--- config.mk ---
export PLATFORM = sky130hd
export DESIGN_NAME = dsim_ctrl
export DESIGN_NICKNAME = d
export VERILOG_FILES = /design/src/dsim_pkg.sv /design/src/dsim_ctrl.sv
export SDC_FILE = /design/constraint.sdc
export NUM_CORES = 1
export LEC_CHECK = 0
export BUFFER_PORTS_ARGS = -buffer_cell sky130_fd_sc_hd__buf_4
export CELL_PAD_IN_SITES_DETAIL_PLACEMENT = 0
export CELL_PAD_IN_SITES_GLOBAL_PLACEMENT = 1
export CORE_ASPECT_RATIO = 1.5
export CORE_MARGIN = 3
export CORE_UTILIZATION = 35
export DETAILED_ROUTE_END_ITERATION = 16
export PLACE_DENSITY_LB_ADDON = 0.1
export SLEW_MARGIN = 20
export SYNTH_ARGS = -nofsm -noshare
export SYNTH_HDL_FRONTEND = slang
export SYNTH_SLANG_ARGS = --single-unit
--- constraint.sdc ---
create_clock -name clk -period 4.9 [get_ports clk]
set_clock_uncertainty 0.15 [all_clocks]
set_input_delay 0.735 -clock clk [delete_from_list [all_inputs] [get_ports clk]]
set_output_delay 0.735 -clock clk [all_outputs]
set_load 0.02 [all_outputs]
--- src/dsim_pkg.sv ---
// package for the drive status interlock monitor controller
package dsim_pkg;
   // register byte offsets
   localparam logic [11:0] OFF_CTRL = 12'h000;
   localparam logic [11:0] OFF_CFG = 12'h004;
   localparam logic [11:0] OFF_WIN = 12'h008;
   localparam logic [11:0] OFF_SPDTOL = 12'h00C;
   localparam logic [11:0] OFF_STAT = 12'h010;
   localparam logic [11:0] OFF_IRQ = 12'h014;
   localparam logic [11:0] OFF_MASK = 12'h018;
   localparam logic [11:0] OFF_LIVE = 12'h01C;
   localparam logic [11:0] OFF_SPDCMD = 12'h020;
   // control bits
   localparam int CTRL_FWD = 0;
   localparam int CTRL_REV = 1;
   localparam int CTRL_ENABLE = 2;
   // config bits: polarity of each status input, 1 = inverted code; bits 4 and 5 enable the backup speed and phase current checks
   localparam int CFG_FAULT_INV = 0;
   localparam int CFG_READY_INV = 1;
   localparam int CFG_RUN_INV = 2;
   localparam int CFG_CUR_INV = 3;
   localparam int CFG_USE_SPEED = 4;
   localparam int CFG_USE_CUR = 5;
   // event bits in status, irq and mask registers
   localparam int EV_FAULT = 0;
   localparam int EV_NOREADY = 1;
   localparam int EV_RUN = 2;
   localparam int EV_CUR = 3;
   localparam int EV_BK_MOTION = 4;
   localparam int EV_BK_SPEED = 5;
   localparam int EV_PHASE = 6;
   localparam int EV_W = 7;
   // function select codes for the drive's status terminals
   localparam logic [7:0] FSEL_FAULT_POS = 8'h63;
   localparam logic [7:0] FSEL_FAULT_NEG = 8'hC7;
   localparam logic [7:0] FSEL_READY_POS = 8'h0B;
   localparam logic [7:0] FSEL_READY_NEG = 8'h6F;
   localparam logic [7:0] FSEL_RUN_POS = 8'h00;
   localparam logic [7:0] FSEL_RUN_NEG = 8'h64;
   localparam logic [7:0] FSEL_CUR_POS = 8'h0C;
   localparam logic [7:0] FSEL_CUR_NEG = 8'h70;
   localparam int CUR_LEVEL_DEFAULT_PCT = 150;
   localparam int CUR_LEVEL_INTERLOCK_PCT = 20;
   // reset values
   localparam logic [31:0] RST_WIN = 32'h0000_1000;
   localparam logic [31:0] RST_READY_WIN = 32'h0000_1000;
   localparam logic [15:0] RST_SPDTOL = 16'h0010;
   localparam logic [5:0] RST_CFG = 6'h00;
   typedef struct packed {
      logic fault;
      logic ready;
      logic running;
      logic curDet;
   } dsim_drv_s;
   typedef struct packed {
      logic motion;
      logic [2:0] phaseCur;
      logic [15:0] speed;
   } dsim_bk_s;
endpackage : dsim_pkg

--- src/dsim_ctrl.sv ---
// interlock controller watching a motor drive's status outputs and backup sensors
//
// Our own choices: the address map and the APB slave port.
`timescale 1ns/1ns
`default_nettype none
module dsim_ctrl
   import dsim_pkg::*;
#(
   parameter int WIN_W = 32
) (
   input wire logic clk,
   input wire logic rst_b,
   input wire logic psel,
   input wire logic penable,
   input wire logic pwrite,
   input wire logic [11:0] paddr,
   input wire logic [31:0] pwdata,
   output logic [31:0] prdata,
   output logic pready,
   output logic pslverr,
   input wire dsim_pkg::dsim_drv_s drvIn,
   input wire dsim_pkg::dsim_bk_s bkIn,
   output logic fwdStart,
   output logic revStart,
   output logic [15:0] speedCmd,
   output logic irq
);
   import dsim_pkg::*;

   // ==========================================================
   // registers
   logic [2:0] ctrl_ff;
   logic [5:0] cfg_ff;
   logic [WIN_W-1:0] win_ff;
   logic [15:0] spdTol_ff;
   logic [15:0] spdCmd_ff;
   logic [EV_W-1:0] stat_ff;
   logic [EV_W-1:0] mask_ff;
   logic [EV_W-1:0] nxt_stat;
   logic [EV_W-1:0] evt;
   logic [WIN_W-1:0] decel_ff;
   logic [WIN_W-1:0] rdyCnt_ff;
   logic [WIN_W-1:0] runMis_ff;
   logic [WIN_W-1:0] curMis_ff;
   logic [WIN_W-1:0] motMis_ff;
   logic [WIN_W-1:0] spdMis_ff;
   logic startCmd;
   logic inDecel;
   logic faultAct;
   logic readyAct;
   logic runAct;
   logic curAct;
   logic spdGap;
   logic phaseBad;
   logic wrEn;
   logic rdEn;
   logic addrOk;
   logic [15:0] spdDiff;

   assign pready = 1'b1;
   assign wrEn = psel && penable && pwrite;
   assign rdEn = psel && penable && !pwrite;
   always_comb begin
      unique case (paddr)
         OFF_CTRL, OFF_CFG, OFF_WIN, OFF_SPDTOL, OFF_STAT, OFF_IRQ, OFF_MASK, OFF_LIVE,
         OFF_SPDCMD: addrOk = 1'b1;
         default: addrOk = 1'b0;
      endcase
   end
   assign pslverr = psel && penable && !addrOk;

   always_ff @(posedge clk or negedge rst_b) begin
      if (!rst_b) begin
         ctrl_ff <= 3'h0;
         cfg_ff <= RST_CFG;
         win_ff <= WIN_W'(RST_WIN);
         spdTol_ff <= RST_SPDTOL;
         spdCmd_ff <= 16'h0000;
         mask_ff <= '0;
      end else if (wrEn) begin
         unique case (paddr)
            OFF_CTRL: ctrl_ff <= pwdata[2:0];
            OFF_CFG: cfg_ff <= pwdata[5:0];
            OFF_WIN: win_ff <= pwdata[WIN_W-1:0];
            OFF_SPDTOL: spdTol_ff <= pwdata[15:0];
            OFF_MASK: mask_ff <= pwdata[EV_W-1:0];
            OFF_SPDCMD: spdCmd_ff <= pwdata[15:0];
            default: ;
         endcase
      end
   end

   always_ff @(posedge clk or negedge rst_b) begin
      if (!rst_b) begin
         prdata <= 32'h0000_0000;
      end else if (psel && !penable && !pwrite) begin
         unique case (paddr)
            OFF_CTRL: prdata <= {29'h0, ctrl_ff};
            OFF_CFG: prdata <= {26'h0, cfg_ff};
            OFF_WIN: prdata <= 32'(win_ff);
            OFF_SPDTOL: prdata <= {16'h0, spdTol_ff};
            OFF_STAT: prdata <= {25'h0, stat_ff};
            OFF_IRQ: prdata <= {25'h0, stat_ff & mask_ff};
            OFF_MASK: prdata <= {25'h0, mask_ff};
            OFF_LIVE: prdata <= {24'h0, inDecel, startCmd, 2'h0, drvIn};
            OFF_SPDCMD: prdata <= {16'h0, spdCmd_ff};
            default: prdata <= 32'h0000_0000;
         endcase
      end
   end

   // ==========================================================
   // drive commands; forward and reverse never both driven
   assign startCmd = ctrl_ff[CTRL_ENABLE] && (ctrl_ff[CTRL_FWD] ^ ctrl_ff[CTRL_REV]);
   always_ff @(posedge clk or negedge rst_b) begin
      if (!rst_b) begin
         fwdStart <= 1'b0;
         revStart <= 1'b0;
         speedCmd <= 16'h0000;
      end else begin
         fwdStart <= startCmd && ctrl_ff[CTRL_FWD];
         revStart <= startCmd && ctrl_ff[CTRL_REV];
         speedCmd <= startCmd ? spdCmd_ff : 16'h0000;
      end
   end

   // ==========================================================
   // status decode by selected polarity
   // inverted fault: a low line is a fault or a broken wire, both alarm
   assign faultAct = cfg_ff[CFG_FAULT_INV] ? !drvIn.fault : drvIn.fault;
   assign readyAct = drvIn.ready ^ cfg_ff[CFG_READY_INV];
   assign runAct = drvIn.running ^ cfg_ff[CFG_RUN_INV];
   assign curAct = drvIn.curDet ^ cfg_ff[CFG_CUR_INV];

   // deceleration allowance counts down after start drops
   always_ff @(posedge clk or negedge rst_b) begin
      if (!rst_b) begin
         decel_ff <= '0;
      end else if (fwdStart || revStart) begin
         decel_ff <= win_ff;
      end else if (decel_ff != '0) begin
         decel_ff <= decel_ff - WIN_W'(1);
      end
   end
   assign inDecel = !(fwdStart || revStart) && (decel_ff != '0);

   // ready must appear within the window after reset
   always_ff @(posedge clk or negedge rst_b) begin
      if (!rst_b) begin
         rdyCnt_ff <= WIN_W'(RST_READY_WIN);
      end else if (readyAct) begin
         rdyCnt_ff <= win_ff;
      end else if (rdyCnt_ff != '0) begin
         rdyCnt_ff <= rdyCnt_ff - WIN_W'(1);
      end
   end

   // mismatch counters: start on with status off, or status lingering past decel; the speed counter runs on a speed gap or phase loss
   function automatic logic [WIN_W-1:0] misCount(input logic [WIN_W-1:0] cur,
                                                input logic bad);
      misCount = bad ? ((cur == '1) ? cur : cur + WIN_W'(1)) : '0;
   endfunction : misCount

   assign spdDiff = (bkIn.speed > speedCmd) ? (bkIn.speed - speedCmd) : (speedCmd - bkIn.speed);
   assign spdGap = cfg_ff[CFG_USE_SPEED] && (fwdStart || revStart) && (spdDiff > spdTol_ff);
   assign phaseBad = cfg_ff[CFG_USE_CUR] && (fwdStart || revStart)
                     && (bkIn.phaseCur != 3'b111);

   always_ff @(posedge clk or negedge rst_b) begin
      if (!rst_b) begin
         runMis_ff <= '0;
         curMis_ff <= '0;
         motMis_ff <= '0;
         spdMis_ff <= '0;
      end else begin
         runMis_ff <= misCount(runMis_ff, (fwdStart || revStart) ? !runAct
                                         : (runAct && !inDecel));
         curMis_ff <= misCount(curMis_ff, (fwdStart || revStart) ? !curAct
                                         : (curAct && !inDecel));
         motMis_ff <= misCount(motMis_ff, (fwdStart || revStart) ? !bkIn.motion
                                         : (bkIn.motion && !inDecel));
         spdMis_ff <= misCount(spdMis_ff, spdGap || phaseBad);
      end
   end

   // ==========================================================
   // sticky events, write one to clear; a new event wins over the clear
   always_comb begin
      evt = '0;
      evt[EV_FAULT] = faultAct;
      evt[EV_NOREADY] = (rdyCnt_ff == '0) && !readyAct;
      evt[EV_RUN] = runMis_ff >= win_ff;
      evt[EV_CUR] = curMis_ff >= win_ff;
      evt[EV_BK_MOTION] = motMis_ff >= win_ff;
      evt[EV_BK_SPEED] = spdGap && (spdMis_ff >= win_ff);
      evt[EV_PHASE] = phaseBad && (spdMis_ff >= win_ff);
      nxt_stat = stat_ff;
      if (wrEn && paddr == OFF_STAT) begin
         nxt_stat = stat_ff & ~pwdata[EV_W-1:0];
      end
      nxt_stat = nxt_stat | evt;
   end

   always_ff @(posedge clk or negedge rst_b) begin
      if (!rst_b) begin
         stat_ff <= '0;
      end else begin
         stat_ff <= nxt_stat;
      end
   end

   assign irq = |(stat_ff & mask_ff);
endmodule : dsim_ctrl
`default_nettype wire

Word level (Yosys, flattened, before mapping)
Cells that the tools add are included.
{"block": "totals", "reg_bits": 329, "output_inout_bits": 53, "elab_cells": 123}
{"block": "classes", "addsub": 8, "order_cmp": 6, "eq_ne": 17, "n_mux": 21, "bitwise_logic": 8, "reduce_logical": 46}
{"op": "$mux W32", "count": 12}
{"op": "$pmux W32 S9", "count": 1}
{"op": "$add A32 B1 Y32 const B", "count": 4}
{"op": "$eq A32 B32 Y1 const B", "count": 4}
{"op": "$ge A32 B32 Y1", "count": 4}
{"op": "$reduce_bool A32 Y1", "count": 2}
{"op": "$sub A32 B1 Y32 const B", "count": 2}
{"op": "$eq A12 B5 Y1 const B", "count": 4}
{"op": "$gt A16 B16 Y1", "count": 2}
{"op": "$logic_not A32 Y1", "count": 1}
{"op": "$mux W16", "count": 2}
{"op": "$sub A16 B16 Y16", "count": 2}
{"op": "$eq A12 B4 Y1 const B", "count": 2}
{"op": "$logic_and A1 B1 Y1", "count": 20}
{"op": "$and A7 B7 Y7", "count": 2}
{"op": "$eq A12 B3 Y1 const B", "count": 1}
{"op": "$eq A12 B6 Y1 const B", "count": 1}
{"op": "$logic_not A12 Y1", "count": 1}
{"op": "$reduce_and A2 Y1", "count": 6}
{"op": "$logic_not A1 Y1", "count": 10}
{"op": "$reduce_or A9 Y1", "count": 1}
{"op": "$ne A2 B2 Y1 const B", "count": 4}
{"op": "$mux W7", "count": 1}
{"op": "$not A7 Y7", "count": 1}
{"op": "7 further kinds", "count": 16}

Depth between registers and ports, before layout
{"block": "depth", "word_depth": 7, "ltp_mapped": 23, "ltp_nobuf": 20}

Worst setup path before layout
Ideal clock, no wire load.
{"block": "synth_timing", "path_type": "input port to flip-flop", "from": "in bkIn[12] in the netlist's numbering", "to": "reg spdMis_ff[0]", "setup_time_ns": 0.132, "t_arrival_ns": 4.699, "required_ns": 4.618, "setup_slack_ns": -0.081, "path_stages": 20, "path_cell_list": "inv_1 ha_1 clkbuf_1 nand3_1 a21o_1 a21o_1 a21oi_1 clkbuf_1 mux2_2 ha_1 nor2b_1 o21a_1 o21ai_0 a211oi_1 o31a_1 o2111ai_1 and2_1 clkbuf_1 clkbuf_1 nor2_1"}
{"block": "synth_between", "elab_chain_cells": 6, "elab_cells_between_ends": 9, "cone_classes": "add/sub: 2; order compare: 2; eq/ne: 1; mux: 2; reduce/logical: 2"}
{"element": "start, declared", "line_no": "dsim_ctrl.sv:22", "rtl": "input wire dsim_pkg::dsim_bk_s bkIn,"}
{"element": "$sub A16 B16 Y16 or $gt A16 B16 Y1 (tied branches)", "line_no": "dsim_ctrl.sv:164", "rtl": "assign spdDiff = (bkIn.speed > speedCmd) ? (bkIn.speed - speedCmd) : (speedCmd - bkIn.speed);"}
{"element": "$mux W16 (*)", "line_no": "dsim_ctrl.sv:164"}
{"element": "$gt A16 B16 Y1 (*)", "line_no": "dsim_ctrl.sv:165", "rtl": "assign spdGap = cfg_ff[CFG_USE_SPEED] && (fwdStart || revStart) && (spdDiff > spdTol_ff);"}
{"element": "$logic_and A1 B1 Y1 (*)", "line_no": "dsim_ctrl.sv:165"}
{"element": "$logic_or A1 B1 Y1 (*)", "line_no": "dsim_ctrl.sv:182", "rtl": "spdMis_ff <= misCount(spdMis_ff, spdGap || phaseBad);"}
{"element": "$ne A2 B2 Y1 (no source line) or $mux W32 (tied branches)"}
{"element": "end signal, assigned", "line_no": "dsim_ctrl.sv:182"}
{"element": "end, declared", "line_no": "dsim_ctrl.sv:46", "rtl": "logic [WIN_W-1:0] spdMis_ff;"}
Mark *: on every way between the ends. The rest lies on a longest branch, timed or not.
A chain may end at the register's enable or synchronous reset.

Worst setup path in the final report
{"block": "layout_timing", "from": "reg speedCmd[0]", "to": "reg spdMis_ff[10]"}
{"block": "layout_between", "elab_chain_cells": 6, "elab_cells_between_ends": 9, "cone_classes": "add/sub: 2; order compare: 2; eq/ne: 1; mux: 2; reduce/logical: 2"}
{"element": "start, declared", "line_no": "dsim_ctrl.sv:25", "rtl": "output logic [15:0] speedCmd,"}
{"element": "start signal, assigned", "line_no": "dsim_ctrl.sv:123", "rtl": "speedCmd <= startCmd ? spdCmd_ff : 16'h0000;"}
{"element": "$sub A16 B16 Y16 or $gt A16 B16 Y1 (tied branches)", "line_no": "dsim_ctrl.sv:164"}
{"element": "$mux W16 (*)", "line_no": "dsim_ctrl.sv:164"}
{"element": "$gt A16 B16 Y1 (*)", "line_no": "dsim_ctrl.sv:165"}
{"element": "$logic_and A1 B1 Y1 (*)", "line_no": "dsim_ctrl.sv:165"}
{"element": "$logic_or A1 B1 Y1 (*)", "line_no": "dsim_ctrl.sv:182"}
{"element": "$ne A2 B2 Y1 (no source line) or $mux W32 (tied branches)"}
Marks and branches as above.

==> metrics <==
DRC viols=0; fin. max-slew vios=0; Post-CTS Resized=0; GP Congestion=0.898; die area=0.0609 mm2; crit-path max cell delay=0.41 ns; Area Overhead vs Synth=17.5%; Synth Register Bits=329; critical path's slowest cell=fa_1; min Tclk post-route=4.63 ns; HP Class=in2async; DR iter-0 viols=951; worst slew pin tran=1.12 ns; Placement Setup Slack=-0.404 ns; Tot GR Track Use=0.228; chip height=301 um; largest net degree at the start of global routing=118; CTS sink count=329; Mapped Area=0.0203 mm2; CP arrival=4.88 ns; post-route cell area=0.0238 mm2; 1st-pass router iterations=5; synthesized area per cell=9.13 um2; Fin. Hold Viols=0; family with the most delay on the worst path=compound AO/OA/AOI/OAI gates; Die Wd=202 um; post-synth net total=2476; TritonCTS clock tree=done; # fillers=5779; Power, Total=0.00649 W; status=finished, final reports clean; RSZ-0062 raised after global routing=no; routed len/inst=22.1 um; HPWL after DPL=53.0 mm; core area=0.0570 mm2; Critical Path Sink Type=flip-flop; Synth Area in Simple Gates=0.202; max_slew headroom=0.244; power per cell area=272 mW/mm2; initial antenna violation count=1; mux share of post-synthesis cell area=0.0243; Root Buffer=clkbuf_16; Synth Area in Adders=0.114; Starting Density=0.355; vias in the first global route=17358; Crit path required time=5.15 ns; async set-or-reset flop fraction in the synthesized netlist=1.00; Pleak=11.5 nW; Synth Area in XOR/XNOR=0.0657; synth warn=0; antenna viol nets, final=0; DR vias/cell=5.38; grt ovf=0; port buffer count=124; worst-path fanout max=32; Bufs and invs on worst path=4; crit-path cells=ha_1, inv_1, fa_1, a211oi_2, buf_4, o211ai_1, a221oi_2, a21oi_2, buf_4, a211oi_1, a31o_2, xnor2_1, ha_1, a21o_1, a21o_1, a21oi_1, o21ai_0, o2111ai_1, and2_4, buf_12, a311oi_1; Setup crit start kind=flip-flop; Post-synth EDFFs=0; Worst Path Class, Setup=reg2reg; CTS Buf Count=38; Final Cycle Share=0.944; buffers inserted by post-CTS timing repair=0; final core utilization=0.418; Max Cap Violations=0; commonest non-fill, non-tap cell in the layout=dfrtp_1; fmax=216 MHz; CTS Buffer Depth=3; Syn Inst Count=2219; Final WS setup=0.275 ns; final number of setup-violating endpoints=0; sequential cell area fraction in the yosys report=0.407; most frequent cells in the layout=dfrtp_1 (326), nand2_1 (221), nor2_1 (198), buf_4 (191), ha_1 (182); htree depth=2; Detailed Route WL=69.8 mm; clock-pin slew on the worst setup and hold paths=0.06 ns; count of cell types in the netlist=73; first-pass GRT wire length=106 mm; placed cell areas=0.0224 mm2; Final nets=2628; row count=107; top_reg_cell synth=dfrtp_1; layout cell share with drive strength beyond 1=0.135; DR vias=17003; later-pin clock latency in the skew report=0.54 ns; IO Pins=126; main combinational cell family by area after synthesis=simple AND/OR/NAND/NOR gates; hold_buf cts=0; Synth Area in Compound Gates=0.150; maximum VDD drop=0.233 mV
[metrics by stage]
stage	cells	hold slack (ns)	setup TNS (ns)
5_1_grt	3162	0.0866	0
3_5_place_dp	3094	0.311	-12.64
3_3_place_gp	3094	0.307	-13.05
6_report	3163	0.0371	0
4_1_cts	3162	0.0800	0
2_1_floorplan	2219	0.289	0
[metal layers]
metal,track usage,routed length (um),vias up
met4,0.0936,3170,0
li1,-,-,8225
met3,0.0212,2130,123
met2,0.425,36400,354
met5,0,0,-
met1,0.267,28100,8301
[layout make-up]
type                            count  area (um2)  area share
Multi-Input combinational cell   1702       11300       0.476
Sequential cell                   329        8240       0.346
Timing Repair Buffer              197        1550      0.0651
Clock buffer                       54        1100      0.0464
Tap cell                          763         955      0.0401
Inverter                          103         387      0.0162
Clock inverter                     14         248      0.0104
Antenna cell                        1        2.50    0.000105
[cell families after synthesis]
group / after synthesis
DFF: 329
adders and majority gates: 184
buffers and inverters: 188
muxes: 45
AOI/OAI and AO/OA: 486
other: 1
and+or+nand+nor: 834
xor gates and xnor gates: 152
[flip-flops by register name, indices dropped and copies added (netlist names), 3 cells and up]
name,flops
cfg_ff,6
ctrl_ff,3
curMis_ff,32
decel_ff,32
mask_ff,7
motMis_ff,32
prdata,32
rdyCnt_ff,32
runMis_ff,32
spdCmd_ff,16
spdMis_ff,32
spdTol_ff,16
speedCmd,16
stat_ff,7
win_ff,32
[path summary, 6_finish.rpt]
path,from,end,slack [ns],depth (start not counted)
max in group asynchronous,rst_b,spdMis_ff[26],3.39,2
hold / removal,rst_b,runMis_ff[31],0.04,1
setup / recovery,speedCmd[0],spdMis_ff[10],0.27,21
hold reg to reg,prdata[26],prdata[26],0.33,2
setup reg to reg,speedCmd[0],spdMis_ff[10],0.27,21
min in group clk,pwdata[16],win_ff[16],0.27,3
[where the power goes]
group / total, W / internal, W / leakage [nW] / switching [W]
Clock: 0.00313 / 0.00194 / 0.661 / 0.00119
Combinational: 0.000533 / 0.000218 / 6.67 / 0.000315
Sequential: 0.00283 / 0.00277 / 4.17 / 0.0000546
Total: 0.00649 / 0.00493 / 11.5 / 0.00156
[cell usage after synthesis (all sizes together) (11+ instances only)]
cell type / number / area share
nor2b: 19 / 0.0059
ha: 182 / 0.11
nand2: 221 / 0.041
nor4: 20 / 0.0068
a21oi: 123 / 0.030
and2: 16 / 0.0051
clkbuf: 74 / 0.014
o21ai: 143 / 0.035
nand4: 52 / 0.016
mux2: 34 / 0.019
inv: 103 / 0.019
nand2b: 25 / 0.0077
xor2: 78 / 0.034
xnor2: 74 / 0.032
o31ai: 13 / 0.0048
or3: 30 / 0.0093
dfrtp: 326 / 0.40
and3: 48 / 0.015
buf: 11 / 0.0047
nor2: 202 / 0.038
a21o: 64 / 0.024
mux2i: 11 / 0.0054
and4: 17 / 0.0073
a31oi: 21 / 0.0065
a211oi: 34 / 0.013
nand3: 94 / 0.023
nor3: 60 / 0.015
[worst register-to-register path, cell delays in order (launching register included)]
cell       delay (ns)
dfrtp_1          0.37
ha_1             0.17
inv_1            0.05
fa_1             0.41
a211oi_2         0.23
buf_4            0.15
o211ai_1         0.14
a221oi_2         0.28
a21oi_2          0.11
buf_4            0.18
a211oi_1         0.24
a31o_2           0.15
xnor2_1          0.13
ha_1             0.27
a21o_1           0.16
a21o_1           0.17
a21oi_1          0.17
o21ai_0          0.16
o2111ai_1        0.31
and2_4           0.22
buf_12           0.17
a311oi_1         0.10
Power figures use the tool's default switching activity.
